**src/design/wdrl_pkg.sv**
```systemverilog
// Package: register map, field positions, reset values and timing for the watchdog block
// Behaviour
// - Timeout in normal run with reset enabled forces system reset, sets timeout flag.
// - Timeout in stop state with reset enabled starts stop recovery instead.
// - Stop-state timeout with reset enabled sets both timeout flag and stop flag in control register.
// - Unlock writes to control address leave control bits unchanged.
// - Reload bytes accepted only in order upper, high, low after unlock.
// - Any other write mid-sequence returns lock machine to locked start.
// - Writes to reload bytes while locked are ignored.
// - Reload value copied into counter on each enable (EN rising) and each refresh.
package wdrl_pkg;
   localparam int          ADDR_W          = 4;
   localparam logic [3:0]  ADDR_CTRL       = 4'h0;
   localparam logic [3:0]  ADDR_UPPER      = 4'h1;
   localparam logic [3:0]  ADDR_HIGH       = 4'h2;
   localparam logic [3:0]  ADDR_LOW        = 4'h3;
   localparam logic [3:0]  ADDR_REFRESH    = 4'h4;
   localparam logic [3:0]  ADDR_IRQ_STAT   = 4'h5;
   localparam logic [3:0]  ADDR_IRQ_MASK   = 4'h6;
   localparam logic [3:0]  ADDR_COUNT_LO   = 4'h7;
   // Control register field positions
   localparam int          CTRL_EN_BIT     = 0;
   localparam int          CTRL_RSTEN_BIT  = 1;
   localparam int          CTRL_STOP_BIT   = 6;
   localparam int          CTRL_TOF_BIT    = 7;
   localparam logic [7:0]  CTRL_RESET      = 8'h02;
   localparam logic [7:0]  UNLOCK_FIRST    = 8'h55;
   localparam logic [7:0]  UNLOCK_SECOND   = 8'hAA;
   localparam logic [23:0] RELOAD_RESET    = 24'h000100;
   localparam logic [7:0]  IRQ_MASK_RESET  = 8'h00;
   // Interrupt status bits
   localparam int          IRQ_TIMEOUT_BIT = 0;
   localparam int          IRQ_SEQERR_BIT  = 1;
   // Watchdog tick period and reset pulse length
   localparam int          SYS_CLK_NS      = 5;
   localparam int          TICK_NS         = 100;
   localparam int          TICK_CYCLES     = (TICK_NS / SYS_CLK_NS < 1) ? 1 : TICK_NS / SYS_CLK_NS;
   localparam int          RESET_PULSE     = 4;

   typedef enum logic [4:0]
   {
      LK_LOCKED = 5'b00001,
      LK_FIRST  = 5'b00010,
      LK_UPPER  = 5'b00100,
      LK_HIGH   = 5'b01000,
      LK_LOW    = 5'b10000
   } wdrl_lock_t;
endpackage

```
**src/design/wdrl_watchdog.sv**
```systemverilog
// Watchdog core: reload lock machine, counter, timeout response and register port
//
// The register addresses and the strobed register port were left to the implementer.
`timescale 1ns/1ps
`default_nettype none
module wdrl_watchdog
   import wdrl_pkg::*;
#(
   parameter int TICK_DIV = TICK_CYCLES
)
(
   input  wire logic              sys_clk_in,
   input  wire logic              reset_in,
   input  wire logic [ADDR_W-1:0] addr_in,
   input  wire logic [7:0]        wdata_in,
   input  wire logic              wr_in,
   input  wire logic              rd_in,
   output logic      [7:0]        rdata_out,
   input  wire logic              stop_mode_in,
   output logic                   sys_reset_out,
   output logic                   stop_recover_out,
   output logic                   irq_out,
   output logic                   locked_out
);
   logic [7:0]  ctrl;
   logic [7:0]  reload_upper_byte;
   logic [7:0]  reload_high_byte;
   logic [7:0]  reload_low_byte;
   logic [23:0] count;
   logic [7:0]  irq_stat;
   logic [7:0]  irq_mask;
   logic [2:0]  rst_cnt;
   logic        stop_s1;
   logic        stop_s2;
   logic        en_d;
   logic        tick;
   logic        timeout;
   logic        refresh;
   logic        seq_err;
   wdrl_lock_t  lock_st;
   wdrl_lock_t  next_lock_st;

   if (TICK_DIV < 1)
   begin
      $error("wdrl_watchdog: TICK_DIV must be at least 1");
   end

   function automatic logic hit(input logic [ADDR_W-1:0] a, input logic [ADDR_W-1:0] b);
      hit = wr_in && (a == b);
   endfunction

   // Stop-state level arrives from the power controller domain
   always_ff @(posedge sys_clk_in)
   begin
      if (reset_in)
      begin
         stop_s1 <= 1'b0;
         stop_s2 <= 1'b0;
      end
      else
      begin
         stop_s1 <= stop_mode_in;
         stop_s2 <= stop_s1;
      end
   end

   wdrl_tick #(.DIV(TICK_DIV)) u_tick
   (
      .sys_clk_in (sys_clk_in),
      .reset_in   (reset_in),
      .run_in     (ctrl[CTRL_EN_BIT]),
      .tick_out   (tick)
   );

   // Lock machine
   always_comb
   begin
      next_lock_st = lock_st;
      seq_err      = 1'b0;
      case (lock_st)
         LK_LOCKED:
         begin
            if (hit(addr_in, ADDR_CTRL) && wdata_in == UNLOCK_FIRST)
               next_lock_st = LK_FIRST;
         end
         LK_FIRST:
         begin
            if (wr_in)
            begin
               if (hit(addr_in, ADDR_CTRL) && wdata_in == UNLOCK_SECOND)
                  next_lock_st = LK_UPPER;
               else
               begin
                  next_lock_st = LK_LOCKED;
                  seq_err      = 1'b1;
               end
            end
         end
         LK_UPPER:
         begin
            if (wr_in)
            begin
               next_lock_st = hit(addr_in, ADDR_UPPER) ? LK_HIGH : LK_LOCKED;
               seq_err      = !hit(addr_in, ADDR_UPPER);
            end
         end
         LK_HIGH:
         begin
            if (wr_in)
            begin
               next_lock_st = hit(addr_in, ADDR_HIGH) ? LK_LOW : LK_LOCKED;
               seq_err      = !hit(addr_in, ADDR_HIGH);
            end
         end
         LK_LOW:
         begin
            if (wr_in)
            begin
               next_lock_st = LK_LOCKED;
               seq_err      = !hit(addr_in, ADDR_LOW);
            end
         end
         default:
            next_lock_st = LK_LOCKED;
      endcase
   end

   always_ff @(posedge sys_clk_in)
   begin
      if (reset_in)
         lock_st <= LK_LOCKED;
      else
         lock_st <= next_lock_st;
   end

   // Reload bytes written only in their sequence slot
   always_ff @(posedge sys_clk_in)
   begin
      if (reset_in)
      begin
         reload_upper_byte <= RELOAD_RESET[23:16];
         reload_high_byte  <= RELOAD_RESET[15:8];
         reload_low_byte   <= RELOAD_RESET[7:0];
      end
      else
      begin
         if (lock_st == LK_UPPER && hit(addr_in, ADDR_UPPER))
            reload_upper_byte <= wdata_in;
         if (lock_st == LK_HIGH && hit(addr_in, ADDR_HIGH))
            reload_high_byte <= wdata_in;
         if (lock_st == LK_LOW && hit(addr_in, ADDR_LOW))
            reload_low_byte <= wdata_in;
      end
   end

   // Control register; unlock data never lands here
   // Strobe spelled out: a continuous assignment never sees wr_in read inside hit
   wire ctrl_plain_wr = wr_in && addr_in == ADDR_CTRL
                        && !(lock_st == LK_LOCKED && wdata_in == UNLOCK_FIRST)
                        && !(lock_st == LK_FIRST && wdata_in == UNLOCK_SECOND);

   assign timeout = ctrl[CTRL_EN_BIT] && tick && count == 24'h000000;
   assign refresh = wr_in && addr_in == ADDR_REFRESH;

   always_ff @(posedge sys_clk_in)
   begin
      if (reset_in)
         ctrl <= CTRL_RESET;
      else
      begin
         if (ctrl_plain_wr)
         begin
            ctrl[CTRL_EN_BIT]    <= wdata_in[CTRL_EN_BIT];
            ctrl[CTRL_RSTEN_BIT] <= wdata_in[CTRL_RSTEN_BIT];
            if (wdata_in[CTRL_TOF_BIT])
               ctrl[CTRL_TOF_BIT] <= 1'b0;
            if (wdata_in[CTRL_STOP_BIT])
               ctrl[CTRL_STOP_BIT] <= 1'b0;
         end
         if (timeout && ctrl[CTRL_RSTEN_BIT])
         begin
            ctrl[CTRL_TOF_BIT] <= 1'b1;
            if (stop_s2)
               ctrl[CTRL_STOP_BIT] <= 1'b1;
         end
      end
   end

   // Counter
   always_ff @(posedge sys_clk_in)
   begin
      if (reset_in)
      begin
         en_d  <= 1'b0;
         count <= RELOAD_RESET;
      end
      else
      begin
         en_d <= ctrl[CTRL_EN_BIT];
         if ((ctrl[CTRL_EN_BIT] && !en_d) || refresh || timeout)
            count <= {reload_upper_byte, reload_high_byte, reload_low_byte};
         else if (ctrl[CTRL_EN_BIT] && tick)
            count <= count - 24'h000001;
      end
   end

   // Timeout responses
   always_ff @(posedge sys_clk_in)
   begin
      if (reset_in)
      begin
         rst_cnt          <= 3'h0;
         stop_recover_out <= 1'b0;
      end
      else
      begin
         stop_recover_out <= timeout && ctrl[CTRL_RSTEN_BIT] && stop_s2;
         if (timeout && ctrl[CTRL_RSTEN_BIT] && !stop_s2)
            rst_cnt <= 3'(RESET_PULSE);
         else if (rst_cnt != 3'h0)
            rst_cnt <= rst_cnt - 3'h1;
      end
   end
   assign sys_reset_out = (rst_cnt != 3'h0);
   assign locked_out    = (lock_st == LK_LOCKED);

   // Interrupts: set wins over write-one clear
   always_ff @(posedge sys_clk_in)
   begin
      if (reset_in)
      begin
         irq_stat <= 8'h00;
         irq_mask <= IRQ_MASK_RESET;
      end
      else
      begin
         if (hit(addr_in, ADDR_IRQ_MASK))
            irq_mask <= wdata_in;
         irq_stat <= (irq_stat & ~(hit(addr_in, ADDR_IRQ_STAT) ? wdata_in : 8'h00))
                     | ({7'h00, timeout} << IRQ_TIMEOUT_BIT)
                     | ({7'h00, seq_err} << IRQ_SEQERR_BIT);
      end
   end
   assign irq_out = |(irq_stat & irq_mask);

   // Read port
   always_ff @(posedge sys_clk_in)
   begin
      if (reset_in)
         rdata_out <= 8'h00;
      else if (rd_in)
      begin
         case (addr_in)
            ADDR_CTRL:     rdata_out <= ctrl;
            ADDR_UPPER:    rdata_out <= reload_upper_byte;
            ADDR_HIGH:     rdata_out <= reload_high_byte;
            ADDR_LOW:      rdata_out <= reload_low_byte;
            ADDR_IRQ_STAT: rdata_out <= irq_stat;
            ADDR_IRQ_MASK: rdata_out <= irq_mask;
            ADDR_COUNT_LO: rdata_out <= count[7:0];
            default:       rdata_out <= 8'h00;
         endcase
      end
      else
         rdata_out <= 8'h00;
   end
endmodule
`default_nettype wire

```
**src/design/wdrl_tick.sv**
```systemverilog
// Tick divider: one-cycle enable pulse every DIV system clocks
`timescale 1ns/1ps
`default_nettype none
module wdrl_tick
   import wdrl_pkg::*;
#(
   parameter int DIV = TICK_CYCLES
)
(
   input  wire logic sys_clk_in,
   input  wire logic reset_in,
   input  wire logic run_in,
   output logic      tick_out
);
   localparam int CW = (DIV > 1) ? $clog2(DIV) : 1;
   logic [CW-1:0] cnt;

   if (DIV < 1)
   begin
      $error("wdrl_tick: DIV must be at least 1");
   end

   always_ff @(posedge sys_clk_in)
   begin
      if (reset_in || !run_in)
      begin
         cnt      <= '0;
         tick_out <= 1'b0;
      end
      else if (cnt == CW'(DIV - 1))
      begin
         cnt      <= '0;
         tick_out <= 1'b1;
      end
      else
      begin
         cnt      <= cnt + 1'b1;
         tick_out <= 1'b0;
      end
   end
endmodule
`default_nettype wire

```
**config.mk**
```make
export PLATFORM = sky130hd
export DESIGN_NAME = wdrl_watchdog
export DESIGN_NICKNAME = d
export VERILOG_FILES = /design/src/design/wdrl_pkg.sv /design/src/design/wdrl_watchdog.sv /design/src/design/wdrl_tick.sv
export SDC_FILE = /design/constraint.sdc
export NUM_CORES = 1
export LEC_CHECK = 0
export BUFFER_PORTS_ARGS = -buffer_cell sky130_fd_sc_hd__buf_2
export CAP_MARGIN = 10
export CORE_ASPECT_RATIO = 0.8
export CORE_UTILIZATION = 65
export DETAILED_ROUTE_END_ITERATION = 10
export PLACE_DENSITY = 0.85
export SLEW_MARGIN = 30
export SYNTH_ARGS = -nofsm -noshare
export SYNTH_HDL_FRONTEND = slang
export SYNTH_SLANG_ARGS = --single-unit
```
**constraint.sdc**
```tcl
create_clock -name sys_clk_in -period 4.4 [get_ports sys_clk_in]
set_input_delay 0.66 -clock sys_clk_in [delete_from_list [all_inputs] [get_ports sys_clk_in]]
set_output_delay 0.66 -clock sys_clk_in [all_outputs]
set_load 0.05 [all_outputs]
```
==> results.toml <==
[status]
status = "finished clean"

[route]
routed_len_inst_um = 18.4
route.detailed.drc = 0
postRouteWirelength_mm = 11.3
drtAntennaViolNets = 0
drt-initial-drc-count = 315
firstDrtPassIters = 5
route.detailed.vias_per_inst = 6.38
vias = 3941

[floorplan]
ios = 29
effective_utilization_at_floorplan = 0.694
die_y_um = 77.1
core_um2 = 6600
die-width_um = 95.9
die-area_um2 = 7390
placement_rows = 26

[cts]
cts_root_buffer = "sky130_fd_sc_hd__clkbuf_8"
cts.sinks = 94
clock_tree.htree_level_count = 3
clk_pin_slew_ns = 0.09
insertion_delay_ns = 0.36
cts_bufs_inserted = 9
postCtsHoldBufs = 0
cts_post_setup_buffers_inserted = 0
tritoncts = "built"
cts_max_path_buffers = 2
post_cts_resized = 0

[worst_hold_path]
min_path_cells = 1
holdCritPathClass = "flip-flop to flip-flop"
hold_path.startpoint = "u_tick.cnt[0]"
worstHoldEndpoint = "u_tick.cnt[0]"

[global_routing]
grt_antenna_before_repair = 0
globalRoute.totalOverflow = 0
wire_length_of_the_first_global_routing_pass_mm = 18.1
gr-usage-all-layers = 0.325
pin_count_of_the_biggest_net_entering_global_routing = 53
vias_in_the_first_global_route = 3660

[cells_and_area]
ratio_of_cells_with_drive_above_1_in_the_final_layout = 0.133
layout_nets = 552
layout_area_growth_over_synthesis_pct = 7.68
diode_count = 0

[synth]
synth_nets = 538
prevailing_post_synth_register_cell = "sky130_fd_sc_hd__dfxtp_1"
ys_async_sr_fraction = 0
yosys_warn_count = 0
synth_area_per_cell_um2 = 8.89
ys_ff_latch = 94
netlist_instances = 515
synth_cell_types = 58
synth-edff-count = 0
synth_top_cells_by_area = "sky130_fd_sc_hd__dfxtp_1 41%, sky130_fd_sc_hd__mux2i_1 7.9%, sky130_fd_sc_hd__nor2_1 7.3%, sky130_fd_sc_hd__a211oi_1 3.4%, sky130_fd_sc_hd__a21oi_1 3.4%"
syn-cell-area_um2 = 4580
synth_top_cell_by_area = "sky130_fd_sc_hd__dfxtp_1"
post-synth-top-area-fraction = 0.411
ys_seq_area_frac = 0.411

[placement]
replace_congestion = 0.929
detailed_place_hpwl_mm = 8.04
placement.io_buffers = 28
dpl_worst_slack_ns = 1.49

[sta]
max-slew-margin-rel = 0.541
max_slew.worst_pin.slew_ns = 0.687
setup_clock_skew_after_layout_ns = 0.00599
unrepaired_setup_endpoints_after_global_routing = "no"
final_critical_path_setup_slack_ns = 1.75
final-hold-violation-count = 0
achievable-frequency_mhz = 377
finalCriticalPeriod_ns = 2.65
layout_worst_path_cycle_share = 0.602
drv_slew = 0
finalSetupViolations = 0
fin_setup_tns_ns = 0

[critical_path]
cp_data_arrival_time_ns = 1.99
start_kind = "flip-flop"
critical_path_peak_fanout = 10
critical_path.cell_chain = "or4b_1 -> or2_1 -> inv_1 -> buf_2"
cpMaxStageDelayCell = "sky130_fd_sc_hd__or4b_1"
worst_r2r_startpoint = "ctrl[0]"
timing.critical_path.required_ns = 3.74
worst_r2r_endpoint = "count[1]"
crit_type = "flip-flop to output port"
cp_slowest_stage_delay_ns = 0.57
critPathCaptureType = "output port"
worstRegToRegCells = 7
regToRegSetupSlack_ns = 2.08

[pwr]
irDropWorstVdd_mv = 0.283
static_leak_nw = 1.99
power_per_cell_area_nw_per_um2 = 371

[flow_run]
cap_violations = 0
[layer usage]
layer | GRT usage | up-vias | routed length (um) | part of all wire
met5 | 0 | - | 0 | 0
met4 | 0.127 | 0 | 260 | 0.023
met3 | 0.0675 | 27 | 893 | 0.079
met2 | 0.505 | 172 | 5350 | 0.47
met1 | 0.438 | 1878 | 4850 | 0.43
li1 | - | 1864 | - | -
[metrics by stage]
stage	util	cell area (um2)	cells	total power [mW]	hold WS (ns)
after floorplan	-	4580	515	1.19	0.414
after global placement	0.714	4720	601	1.25	0.418
after detailed placement	0.714	4720	601	1.26	0.424
after CTS	0.745	4920	617	1.84	0.457
after global routing	0.747	4930	618	1.91	0.469
final	0.747	4930	618	1.83	0.452
[flip-flops by register name, indices dropped and copies added (netlist names)]
name               flops
count                 24
ctrl                   4
en_d                   1
irq_mask               8
irq_stat               8
lock_st                5
rdata_out              8
reload_high_byte       8
reload_low_byte        8
reload_upper_byte      8
rst_cnt                3
stop_recover_out       1
stop_s1                1
stop_s2                1
u_tick.cnt             5
u_tick.tick_out        1
[report_power, final]
group	internal (mW)	total [mW]	switching, mW
clock	0.280	0.580	0.300
sequential	0.880	0.919	0.0389
combinational	0.120	0.331	0.211
[worst max-delay path: cells and delay by family, from the launching register on]
kind / cells / cell delay (ns)
DFF: 1 / 0.43
and+or+nand+nor: 2 / 0.84
buffers and inverters: 2 / 0.36
[worst max path at each step]
stage / cells after the start / end / slack, ns / start
2_1_floorplan: 4 / locked_out / 2.20 / lock_st[1]
3_3_place_gp: 7 / count[1] / 1.56 / addr_in[1]
3_5_place_dp: 7 / count[3] / 1.49 / addr_in[1]
4_1_cts: 4 / locked_out / 1.75 / lock_st[1]
5_1_grt: 4 / locked_out / 1.67 / lock_st[2]
6_report: 4 / locked_out / 1.75 / lock_st[1]
[synthesized netlist by cell type (all sizes together) (14+ instances only)]
master,n
a211oi,22
xnor2,14
buf,16
mux2i,36
xor2,14
nand2,24
dfxtp,94
a21oi,31
inv,16
clkbuf,14
nand3,16
nor2,89
[cell usage in the layout (no fill, tap or decap), drive strengths merged, types with 2 or more instances in the layout]
master,synthesis,layout
mux2i,36,36
or2,3,3
ha,6,6
a211o,3,3
mux2,4,4
mux4,5,5
nor2,89,89
nor3b,4,4
nand4,8,8
nand4bb,2,2
or4,5,5
nor4b,2,2
dfxtp,94,94
nor2b,7,7
a221oi,3,3
o22ai,3,3
and3,2,2
clkbuf,14,11
a22oi,5,5
nand2,24,24
or3b,2,2
o21ai,11,11
a311oi,3,3
nand3,16,16
o211ai,3,3
nor4bb,2,2
clkinv,0,3
a211oi,22,22
inv,16,17
xor2,14,14
nor4,9,9
or3,3,3
buf,16,33
nand2b,10,10
nor3,11,11
a21oi,31,31
and2,2,2
xnor2,14,14
[cells by family after synthesis]
| group | Yosys count | share of synthesized area |
|---|---|---|
| and+or+nand+nor | 205 | 0.231 |
| xor gates and xnor gates | 28 | 0.0535 |
| muxes | 45 | 0.113 |
| DFF | 94 | 0.411 |
| AOI/OAI and AO/OA | 91 | 0.132 |
| buffers and inverters | 46 | 0.0432 |
| adders and majority gates | 6 | 0.0164 |
[area by class of cell]
type | count | area (um2)
Sequential cell | 94 | 1880
Fill cell | 482 | 1670
Timing Repair Buffer | 33 | 185
Inverter | 16 | 60.1
Multi-Input combinational cell | 375 | 2500
Clock buffer | 11 | 141
Tap cell | 84 | 105
Clock inverter | 5 | 57.6
Power figures use the tool's default switching activity.
